<file path="config.mk">
export PLATFORM = sky130hd
export DESIGN_NAME = smdpi_core
export DESIGN_NICKNAME = d
export VERILOG_FILES = /design/src/hdl/smdpi_core.v /design/src/hdl/smdpi_udiv.v
export VERILOG_INCLUDE_DIRS = /design/src /design/src/hdl
export SDC_FILE = /design/constraint.sdc
export NUM_CORES = 2
export LEC_CHECK = 0
export ABC_CLOCK_PERIOD_IN_PS = 3100
export BUFFER_PORTS_ARGS = -buffer_cell sky130_fd_sc_hd__buf_2
export CORE_MARGIN = 4
export CORE_UTILIZATION = 55
export DETAILED_ROUTE_END_ITERATION = 16
export PLACE_DENSITY = 0.8
export SLEW_MARGIN = 20
export SYNTH_ARGS = -nofsm -noshare
export SYNTH_HDL_FRONTEND = slang
export SYNTH_SLANG_ARGS = --single-unit
export TNS_END_PERCENT = 50
</file>
<file path="constraint.sdc">
create_clock -name CLK_I -period 3.1 [get_ports CLK_I]
set_input_delay 0.93 -clock CLK_I [delete_from_list [all_inputs] [get_ports CLK_I]]
set_output_delay 0.93 -clock CLK_I [all_outputs]
set_load 0.02 [all_outputs]
</file>
<file path="src/hdl/smdpi_defines.vh">
// Operation
// - Byte divide: accumulator word in, quotient low, remainder high.
// - Byte quotient valid only from 81H to 7FH.
// - Word divide: extension and accumulator words in.
// - Word quotient valid only from 8001H to 7FFFH.
// - Out of range: no result write, raise type 0.
// - Zero divisor always raises type 0 exception.
// - Quotient truncates toward zero, remainder follows dividend.
// - Exception pushes state, clears interrupt and trap flags.
// - Divide without exception keeps direction, interrupt-enable and trap flags.
// - Byte multiply: low byte times source into accumulator.
// - Word multiply: product into extension and accumulator.
// - Multiply sets carry and overflow when upper significant.
// - Port input loads low byte or whole accumulator.
// - Immediate byte port number addresses ports 0-255.
// - Extension word port number addresses ports 0-65535.
`ifndef SMDPI_DEFINES_VH
`define SMDPI_DEFINES_VH
// ****************************************************************
// Operation codes.
// ****************************************************************
`define SMDPI_OP_DIV 2'h0
`define SMDPI_OP_MUL 2'h1
`define SMDPI_OP_IN 2'h2
// ****************************************************************
// Flag bit positions.
// ****************************************************************
`define SMDPI_FLAG_CARRY 0
`define SMDPI_FLAG_TRAP 8
`define SMDPI_FLAG_IF 9
`define SMDPI_FLAG_OVFL 11
// ****************************************************************
// Exception vector word addresses and stack step.
// ****************************************************************
`define SMDPI_VEC_PTR 16'h0000
`define SMDPI_VEC_CS 16'h0002
`define SMDPI_STACK_STEP 16'h0002
`define SMDPI_RESET_WORD 16'h0000
// ****************************************************************
// Divider iteration count.
// ****************************************************************
`define SMDPI_DIV_STEPS 6'h20
`endif

</file>
<file path="src/hdl/smdpi_core.v">
`timescale 1ns/1ps
`include "smdpi_defines.vh"
// ****************************************************************
// Signed multiply, signed divide and port input datapath.
// ****************************************************************
module smdpi_core
(
	input  wire        CLK_I,
	input  wire        RESET_N_I,
	input  wire        START_I,
	input  wire [1:0]  OP_I,
	input  wire        WORD_I,
	input  wire        PORT_IMM_I,
	input  wire [7:0]  PORT_IMM8_I,
	input  wire [15:0] SRC_I,
	input  wire [15:0] ACC_I,
	input  wire [15:0] EXT_I,
	input  wire [15:0] FLAGS_I,
	input  wire [15:0] STACK_PTR_I,
	input  wire [15:0] CS_I,
	input  wire [15:0] INSTR_PTR_I,
	input  wire        IO_ACK_I,
	input  wire [15:0] IO_DATA_I,
	input  wire        MEM_ACK_I,
	input  wire [15:0] MEM_RDATA_I,
	output reg         BUSY_O,
	output reg         DONE_O,
	output reg         ACC_WE_O,
	output reg  [1:0]  ACC_BE_O,
	output reg  [15:0] ACC_O,
	output reg         EXT_WE_O,
	output reg  [15:0] EXT_O,
	output reg         FLAGS_WE_O,
	output reg  [15:0] FLAGS_O,
	output reg         STACK_PTR_WE_O,
	output reg  [15:0] STACK_PTR_O,
	output reg         CS_WE_O,
	output reg  [15:0] CS_O,
	output reg         INSTR_PTR_WE_O,
	output reg  [15:0] INSTR_PTR_O,
	output reg         IO_RD_O,
	output reg  [15:0] IO_ADDR_O,
	output reg         IO_WORD_O,
	output reg         MEM_RD_O,
	output reg         MEM_WR_O,
	output reg  [15:0] MEM_ADDR_O,
	output reg  [15:0] MEM_WDATA_O
);
	// ****************************************************************
	// States.
	// ****************************************************************
	localparam ST_IDLE  = 4'h0;
	localparam ST_DIV   = 4'h1;
	localparam ST_IN    = 4'h2;
	localparam ST_PFL   = 4'h3;
	localparam ST_PCS   = 4'h4;
	localparam ST_LCS   = 4'h5;
	localparam ST_PIP   = 4'h6;
	localparam ST_LIP   = 4'h7;
	localparam ST_WAIT  = 4'h8;
	reg  [3:0]  state;
	reg         word;
	reg         neg_q;
	reg         neg_r;
	reg  [15:0] stk;
	reg  [15:0] cs_sv;
	reg  [15:0] ptr_sv;
	reg  [15:0] fl_sv;
	reg  [3:0]  after_wr;
	reg         div_go;
	// ****************************************************************
	// Operand magnitudes and products.
	// ****************************************************************
	wire [31:0] dvd_s;
	wire [15:0] dvs_s;
	wire [31:0] dvd_mag;
	wire [15:0] dvs_mag;
	wire [31:0] prod_b;
	wire [31:0] prod_w;
	wire        sig_b;
	wire        sig_w;
	wire        div_done;
	wire [31:0] uq;
	wire [16:0] ur;
	wire [31:0] q_s;
	wire [15:0] r_s;
	wire        q_bad;
	assign dvd_s   = word ? {EXT_I, ACC_I} : {{16{ACC_I[15]}}, ACC_I};
	assign dvs_s   = word ? SRC_I : {{8{SRC_I[7]}}, SRC_I[7:0]};
	assign dvd_mag = dvd_s[31] ? (32'h00000000 - dvd_s) : dvd_s;
	assign dvs_mag = dvs_s[15] ? (16'h0000 - dvs_s) : dvs_s;
	assign prod_b  = {{16{SRC_I[7]}}, {{8{SRC_I[7]}}, SRC_I[7:0]}}
		* {{24{ACC_I[7]}}, ACC_I[7:0]};
	assign prod_w  = {{16{SRC_I[15]}}, SRC_I} * {{16{ACC_I[15]}}, ACC_I};
	assign sig_b   = prod_b[15:8] != {8{prod_b[7]}};
	assign sig_w   = prod_w[31:16] != {16{prod_w[15]}};
	assign q_s     = neg_q ? (32'h00000000 - uq) : uq;
	assign r_s     = neg_r ? (16'h0000 - ur[15:0]) : ur[15:0];
	assign q_bad   = word ? (uq > 32'h00007fff) : (uq > 32'h0000007f);
	smdpi_udiv u_div
	(
		.clk_i      (CLK_I),
		.reset_n_i  (RESET_N_I),
		.start_i    (div_go),
		.dividend_i (dvd_mag),
		.divisor_i  (dvs_mag),
		.done_o     (div_done),
		.quot_o     (uq),
		.rem_o      (ur)
	);
	// ****************************************************************
	// Sequencer.
	// ****************************************************************
	always @(posedge CLK_I or negedge RESET_N_I)
	begin
		if (!RESET_N_I)
		begin
			state <= ST_IDLE; word <= 1'b0; neg_q <= 1'b0; neg_r <= 1'b0;
			stk <= `SMDPI_RESET_WORD; cs_sv <= `SMDPI_RESET_WORD;
			ptr_sv <= `SMDPI_RESET_WORD; fl_sv <= `SMDPI_RESET_WORD;
			after_wr <= ST_IDLE; div_go <= 1'b0;
			BUSY_O <= 1'b0; DONE_O <= 1'b0;
			ACC_WE_O <= 1'b0; ACC_BE_O <= 2'h0; ACC_O <= `SMDPI_RESET_WORD;
			EXT_WE_O <= 1'b0; EXT_O <= `SMDPI_RESET_WORD;
			FLAGS_WE_O <= 1'b0; FLAGS_O <= `SMDPI_RESET_WORD;
			STACK_PTR_WE_O <= 1'b0; STACK_PTR_O <= `SMDPI_RESET_WORD;
			CS_WE_O <= 1'b0; CS_O <= `SMDPI_RESET_WORD;
			INSTR_PTR_WE_O <= 1'b0; INSTR_PTR_O <= `SMDPI_RESET_WORD;
			IO_RD_O <= 1'b0; IO_ADDR_O <= `SMDPI_RESET_WORD; IO_WORD_O <= 1'b0;
			MEM_RD_O <= 1'b0; MEM_WR_O <= 1'b0;
			MEM_ADDR_O <= `SMDPI_RESET_WORD; MEM_WDATA_O <= `SMDPI_RESET_WORD;
		end
		else
		begin
			DONE_O <= 1'b0; ACC_WE_O <= 1'b0; EXT_WE_O <= 1'b0;
			FLAGS_WE_O <= 1'b0; STACK_PTR_WE_O <= 1'b0; CS_WE_O <= 1'b0;
			INSTR_PTR_WE_O <= 1'b0; div_go <= 1'b0;
			case (state)
				ST_IDLE:
				begin
					if (START_I)
					begin
						word <= WORD_I;
						BUSY_O <= 1'b1;
						case (OP_I)
							`SMDPI_OP_MUL:
							begin
								ACC_WE_O <= 1'b1;
								ACC_BE_O <= 2'h3;
								ACC_O <= WORD_I ? prod_w[15:0] : prod_b[15:0];
								EXT_WE_O <= WORD_I;
								EXT_O <= prod_w[31:16];
								FLAGS_WE_O <= 1'b1;
								FLAGS_O <= FLAGS_I;
								FLAGS_O[`SMDPI_FLAG_CARRY] <= WORD_I ? sig_w : sig_b;
								FLAGS_O[`SMDPI_FLAG_OVFL] <= WORD_I ? sig_w : sig_b;
								DONE_O <= 1'b1;
								BUSY_O <= 1'b0;
							end
							`SMDPI_OP_DIV:
							begin
								neg_q <= (WORD_I ? EXT_I[15] : ACC_I[15])
									^ (WORD_I ? SRC_I[15] : SRC_I[7]);
								neg_r <= WORD_I ? EXT_I[15] : ACC_I[15];
								fl_sv <= FLAGS_I;
								stk <= STACK_PTR_I; cs_sv <= CS_I; ptr_sv <= INSTR_PTR_I;
								if (WORD_I ? (SRC_I == 16'h0000) : (SRC_I[7:0] == 8'h00))
									state <= ST_PFL;
								else
								begin
									div_go <= 1'b1;
									state <= ST_DIV;
								end
							end
							`SMDPI_OP_IN:
							begin
								IO_RD_O <= 1'b1;
								IO_WORD_O <= WORD_I;
								IO_ADDR_O <= PORT_IMM_I ? {8'h00, PORT_IMM8_I} : EXT_I;
								state <= ST_IN;
							end
							default:
							begin
								DONE_O <= 1'b1;
								BUSY_O <= 1'b0;
							end
						endcase
					end
				end
				ST_DIV:
				begin
					if (div_done)
					begin
						if (q_bad)
							state <= ST_PFL;
						else
						begin
							ACC_WE_O <= 1'b1;
							EXT_WE_O <= word;
							ACC_BE_O <= word ? 2'h3 : 2'h3;
							ACC_O <= word ? q_s[15:0] : {r_s[7:0], q_s[7:0]};
							EXT_O <= r_s;
							DONE_O <= 1'b1;
							BUSY_O <= 1'b0;
							state <= ST_IDLE;
						end
					end
				end
				ST_IN:
				begin
					if (IO_ACK_I)
					begin
						IO_RD_O <= 1'b0;
						ACC_WE_O <= 1'b1;
						ACC_BE_O <= word ? 2'h3 : 2'h1;
						ACC_O <= word ? IO_DATA_I : {ACC_I[15:8], IO_DATA_I[7:0]};
						DONE_O <= 1'b1;
						BUSY_O <= 1'b0;
						state <= ST_IDLE;
					end
				end
				ST_PFL:
				begin
					stk <= stk - `SMDPI_STACK_STEP;
					MEM_WR_O <= 1'b1;
					MEM_ADDR_O <= stk - `SMDPI_STACK_STEP;
					MEM_WDATA_O <= fl_sv;
					FLAGS_WE_O <= 1'b1;
					FLAGS_O <= fl_sv;
					FLAGS_O[`SMDPI_FLAG_IF] <= 1'b0;
					FLAGS_O[`SMDPI_FLAG_TRAP] <= 1'b0;
					after_wr <= ST_PCS;
					state <= ST_WAIT;
				end
				ST_PCS:
				begin
					stk <= stk - `SMDPI_STACK_STEP;
					MEM_WR_O <= 1'b1;
					MEM_ADDR_O <= stk - `SMDPI_STACK_STEP;
					MEM_WDATA_O <= cs_sv;
					after_wr <= ST_LCS;
					state <= ST_WAIT;
				end
				ST_LCS:
				begin
					MEM_RD_O <= 1'b1;
					MEM_ADDR_O <= `SMDPI_VEC_CS;
					after_wr <= ST_PIP;
					state <= ST_WAIT;
				end
				ST_PIP:
				begin
					stk <= stk - `SMDPI_STACK_STEP;
					MEM_WR_O <= 1'b1;
					MEM_ADDR_O <= stk - `SMDPI_STACK_STEP;
					MEM_WDATA_O <= ptr_sv;
					after_wr <= ST_LIP;
					state <= ST_WAIT;
				end
				ST_LIP:
				begin
					MEM_RD_O <= 1'b1;
					MEM_ADDR_O <= `SMDPI_VEC_PTR;
					after_wr <= ST_IDLE;
					state <= ST_WAIT;
				end
				ST_WAIT:
				begin
					if (MEM_ACK_I)
					begin
						MEM_RD_O <= 1'b0;
						MEM_WR_O <= 1'b0;
						state <= after_wr;
						if (after_wr == ST_PIP)
						begin
							CS_WE_O <= 1'b1;
							CS_O <= MEM_RDATA_I;
						end
						if (after_wr == ST_LIP)
						begin
							STACK_PTR_WE_O <= 1'b1;
							STACK_PTR_O <= stk;
						end
						if (after_wr == ST_IDLE)
						begin
							INSTR_PTR_WE_O <= 1'b1;
							INSTR_PTR_O <= MEM_RDATA_I;
							DONE_O <= 1'b1;
							BUSY_O <= 1'b0;
						end
					end
				end
				default:
				begin
					state <= ST_IDLE;
				end
			endcase
		end
	end
endmodule // smdpi_core

</file>
<file path="src/hdl/smdpi_udiv.v">
`timescale 1ns/1ps
`include "smdpi_defines.vh"
// ****************************************************************
// Restoring unsigned divider, one quotient bit per clock.
// ****************************************************************
module smdpi_udiv
(
	input  wire        clk_i,
	input  wire        reset_n_i,
	input  wire        start_i,
	input  wire [31:0] dividend_i,
	input  wire [15:0] divisor_i,
	output reg         done_o,
	output reg  [31:0] quot_o,
	output reg  [16:0] rem_o
);
	reg  [5:0]  count;
	reg         busy;
	reg  [15:0] dvs;
	wire [16:0] trial;
	assign trial = {rem_o[15:0], quot_o[31]} - {1'b0, dvs};
	always @(posedge clk_i or negedge reset_n_i)
	begin
		if (!reset_n_i)
		begin
			count  <= 6'h00;
			busy   <= 1'b0;
			dvs    <= 16'h0000;
			done_o <= 1'b0;
			quot_o <= 32'h00000000;
			rem_o  <= 17'h00000;
		end
		else
		begin
			done_o <= 1'b0;
			if (start_i)
			begin
				busy   <= 1'b1;
				count  <= `SMDPI_DIV_STEPS;
				dvs    <= divisor_i;
				quot_o <= dividend_i;
				rem_o  <= 17'h00000;
			end
			else if (busy)
			begin
				if (!trial[16])
				begin
					rem_o  <= trial;
					quot_o <= {quot_o[30:0], 1'b1};
				end
				else
				begin
					rem_o  <= {rem_o[15:0], quot_o[31]};
					quot_o <= {quot_o[30:0], 1'b0};
				end
				count <= count - 6'h01;
				if (count == 6'h01)
				begin
					busy   <= 1'b0;
					done_o <= 1'b1;
				end
			end
		end
	end
endmodule // smdpi_udiv

</file>
==> flow_summary.ini <==
[timing]
whs_ns = 0.230
max_slew.worst_pin.slew_ns = 0.997
max_freq_ghz = 0.150
maxSlewHeadroom_pct = 33.5
final-setup-viol-count = 30
fin_skew_ns = 0.0149
period_share_pct = 216
hold_violations = 0
tns_ns = -78.57
period_needed_ns = 6.69
worst_slack_ns = -3.59
grt_setup_unrepaired = true
slew_viol_final = 0

[synthesis]
synthArstFlopShare_pct = 100
ys.flop_type = dfrtp_1
synth_edf_count = 0
synth-simple-area-share_pct = 18.3
synth-xor-area-share_pct = 4.29
synth-compound-area-share_pct = 11.4
syn_nets = 3880
syn_area_per_cell_um2 = 8.78
syn-cell-area_um2 = 28700
synthCells = 3268
ys_seq_elements = 305
yosysWarnings = 0
synth-adder-area-share_pct = 28.0
synth_seq_area_share_pct = 26.6
yosys.cell_types.count = 88
synth_top_family_by_area = adder cells
synth.area.mux_share_pct = 3.20

[setup_path]
cpMaxStageDelayCell = fa_1
worst_setup_path_start_kind = primary input
reg2reg_slack_ns = 0.10
arrival_ns = 7.12
reg2reg_depth = 8
crit_family = adder cells
crit_required_ns = 3.54
slowest_delay_ns = 0.54
cpMostUsedCell = fa_1
reg2reg_to = EXT_O[15]
cp_max_fo = 6
cp-end-kind = register
r2r_start = u_div.quot_o[11]
critPathBufInv = 8
worstSetupPathType = primary input to register

[clocking]
cts-buffers-inserted = 31
root_buffer = clkbuf_16
clkLatencyLatePin_ns = 0.59
cts_hold_buffers = 0
clk_pin_slew_ns = 0.07
cts.sinks = 305
htree_num_levels = 1
clk_path_buf_depth = 3
cts_tree = yes

[run]
cap_violations = 0

[status]
violations = setup timing
status = complete, but fails checks

[routing]
wl_met2_mm = 46.0
top_layer_used = met5
route.detailed.drc = 0
wl_met3_mm = 8.66
drt_iter0_markers = 2827
vias = 27000
wire_per_inst_um = 20.9
postRouteAntennaNets = 0
dr.pass1.iters = 7
wl_mm = 96.6
met1_length_mm = 34.8
viasPerCell = 5.86

[placement]
dp.cells = 4486
io_buffers = 318
gp_congestion = 0.932
dp_slack_ns = -4.40
dp_hpwl_mm = 70.5

[layout]
regMostFlops = u_div.quot_o
nFillCells = 3367
layout-drive-gt1-share_pct = 29.9
final_cells = 4611
largest_reg_flops = 32
layout_commonest_cell = nand2_1
final_cell_mix = 554 x nand2_1, 415 x inv_1, 366 x buf_4
fin_nets = 4507
synthToLayoutAreaGrowth_pct = 30.8

[global_route]
antenna_found_initial = 13
overflow = 0
grt_max_degree = 72
grt_usage_pct = 32.7
grt_pass1_vias = 27600
grt_pass1_wl_mm = 148

[floorplanning]
die_width_um = 236
rows = 83
start_util_pct = 55.7
die_y_um = 236
coreArea_um2 = 51500
die_area_um2 = 55900
io_pins = 319

[worst_hold_path]
hp-class = primary input to async pin
layer usage:
| metal | GRT usage, % | vias up |
|---|---|---|
| li1 | - | 11800 |
| met1 | 41.4 | 13100 |
| met2 | 54.8 | 1574 |
| met3 | 4.55 | 456 |
| met4 | 17.1 | 2 |
| met5 | 0 | - |
final cells by class:
type | count | area, um^2 | share of cell area (%)
Multi-Input combinational cell | 2340 | 20500 | 54.7
Timing Repair Buffer | 765 | 5720 | 15.2
Inverter | 452 | 1700 | 4.53
Sequential cell | 305 | 7630 | 20.3
Clock buffer | 37 | 828 | 2.21
Antenna cell | 12 | 30.0 | 0.0800
Tap cell | 680 | 851 | 2.27
Clock inverter | 20 | 251 | 0.670
worst max path at each step:
stage | cells past startpoint | to | slack [ns] | start
final | 25 | FLAGS_O[11] | -3.59 | SRC_I[6]
after floorplan | 25 | FLAGS_O[0] | -3.88 | ACC_I[2]
after detailed placement | 21 | FLAGS_O[11] | -4.40 | ACC_I[15]
after CTS | 24 | FLAGS_O[11] | -3.39 | SRC_I[12]
after global routing | 24 | FLAGS_O[11] | -3.72 | SRC_I[12]
after global placement | 21 | FLAGS_O[11] | -4.20 | ACC_I[15]
Yosys cell counts (31+ instances only):
cell type / number / area share (%)
nand2_1: 573 / 7.5
inv_1: 450 / 5.9
fa_1: 318 / 22
dfrtp_1: 305 / 27
nor2_1: 202 / 2.6
o21ai_0: 159 / 2.8
clkbuf_1: 145 / 1.9
ha_1: 133 / 5.8
and2_1: 124 / 2.7
a21oi_1: 110 / 1.9
xnor2_1: 82 / 2.5
mux2i_1: 68 / 2.4
xor2_1: 56 / 1.7
nor3_1: 41 / 0.71
a31oi_1: 40 / 0.87
nand2b_1: 31 / 0.68
nor2b_1: 31 / 0.68
logic make-up after synthesis:
group	after synthesis
simple gates	1143
buf+inv	623
compound gates	518
fa+ha+maj	451
flops	305
xor+xnor	139
mux	89
worst register-to-register path, cell delays in order, from the launching register on:
cell and delay (ns):
dfrtp_1 0.46, or4_1 0.63, o41ai_2 0.34, nor3b_2 0.32, nand2_1 0.14, o21ai_0 0.18
nand2_1 0.24, buf_4 0.35, a21o_1 0.23
per-stage QoR:
| step | utilization, % | area, um^2 |
|---|---|---|
| final | 72.9 | 37500 |
| after global routing | 72.9 | 37500 |
| after CTS | 71.4 | 36800 |
| after detailed placement | 66.1 | 34100 |
| after global placement | 66.1 | 34100 |
| after floorplan | - | 29500 |
what timing repair did:
action	4_1_cts	5_1_grt
endpoints found under the setup margin	49	55
pin swaps	172	105
gates resized for setup	309	147
hold endpoints to repair	0	0
cloned	2	2
setup buffers	42	25
Power is not shown: default switching activity piles up to over one toggle a cycle in this logic, so the estimate is an artifact.
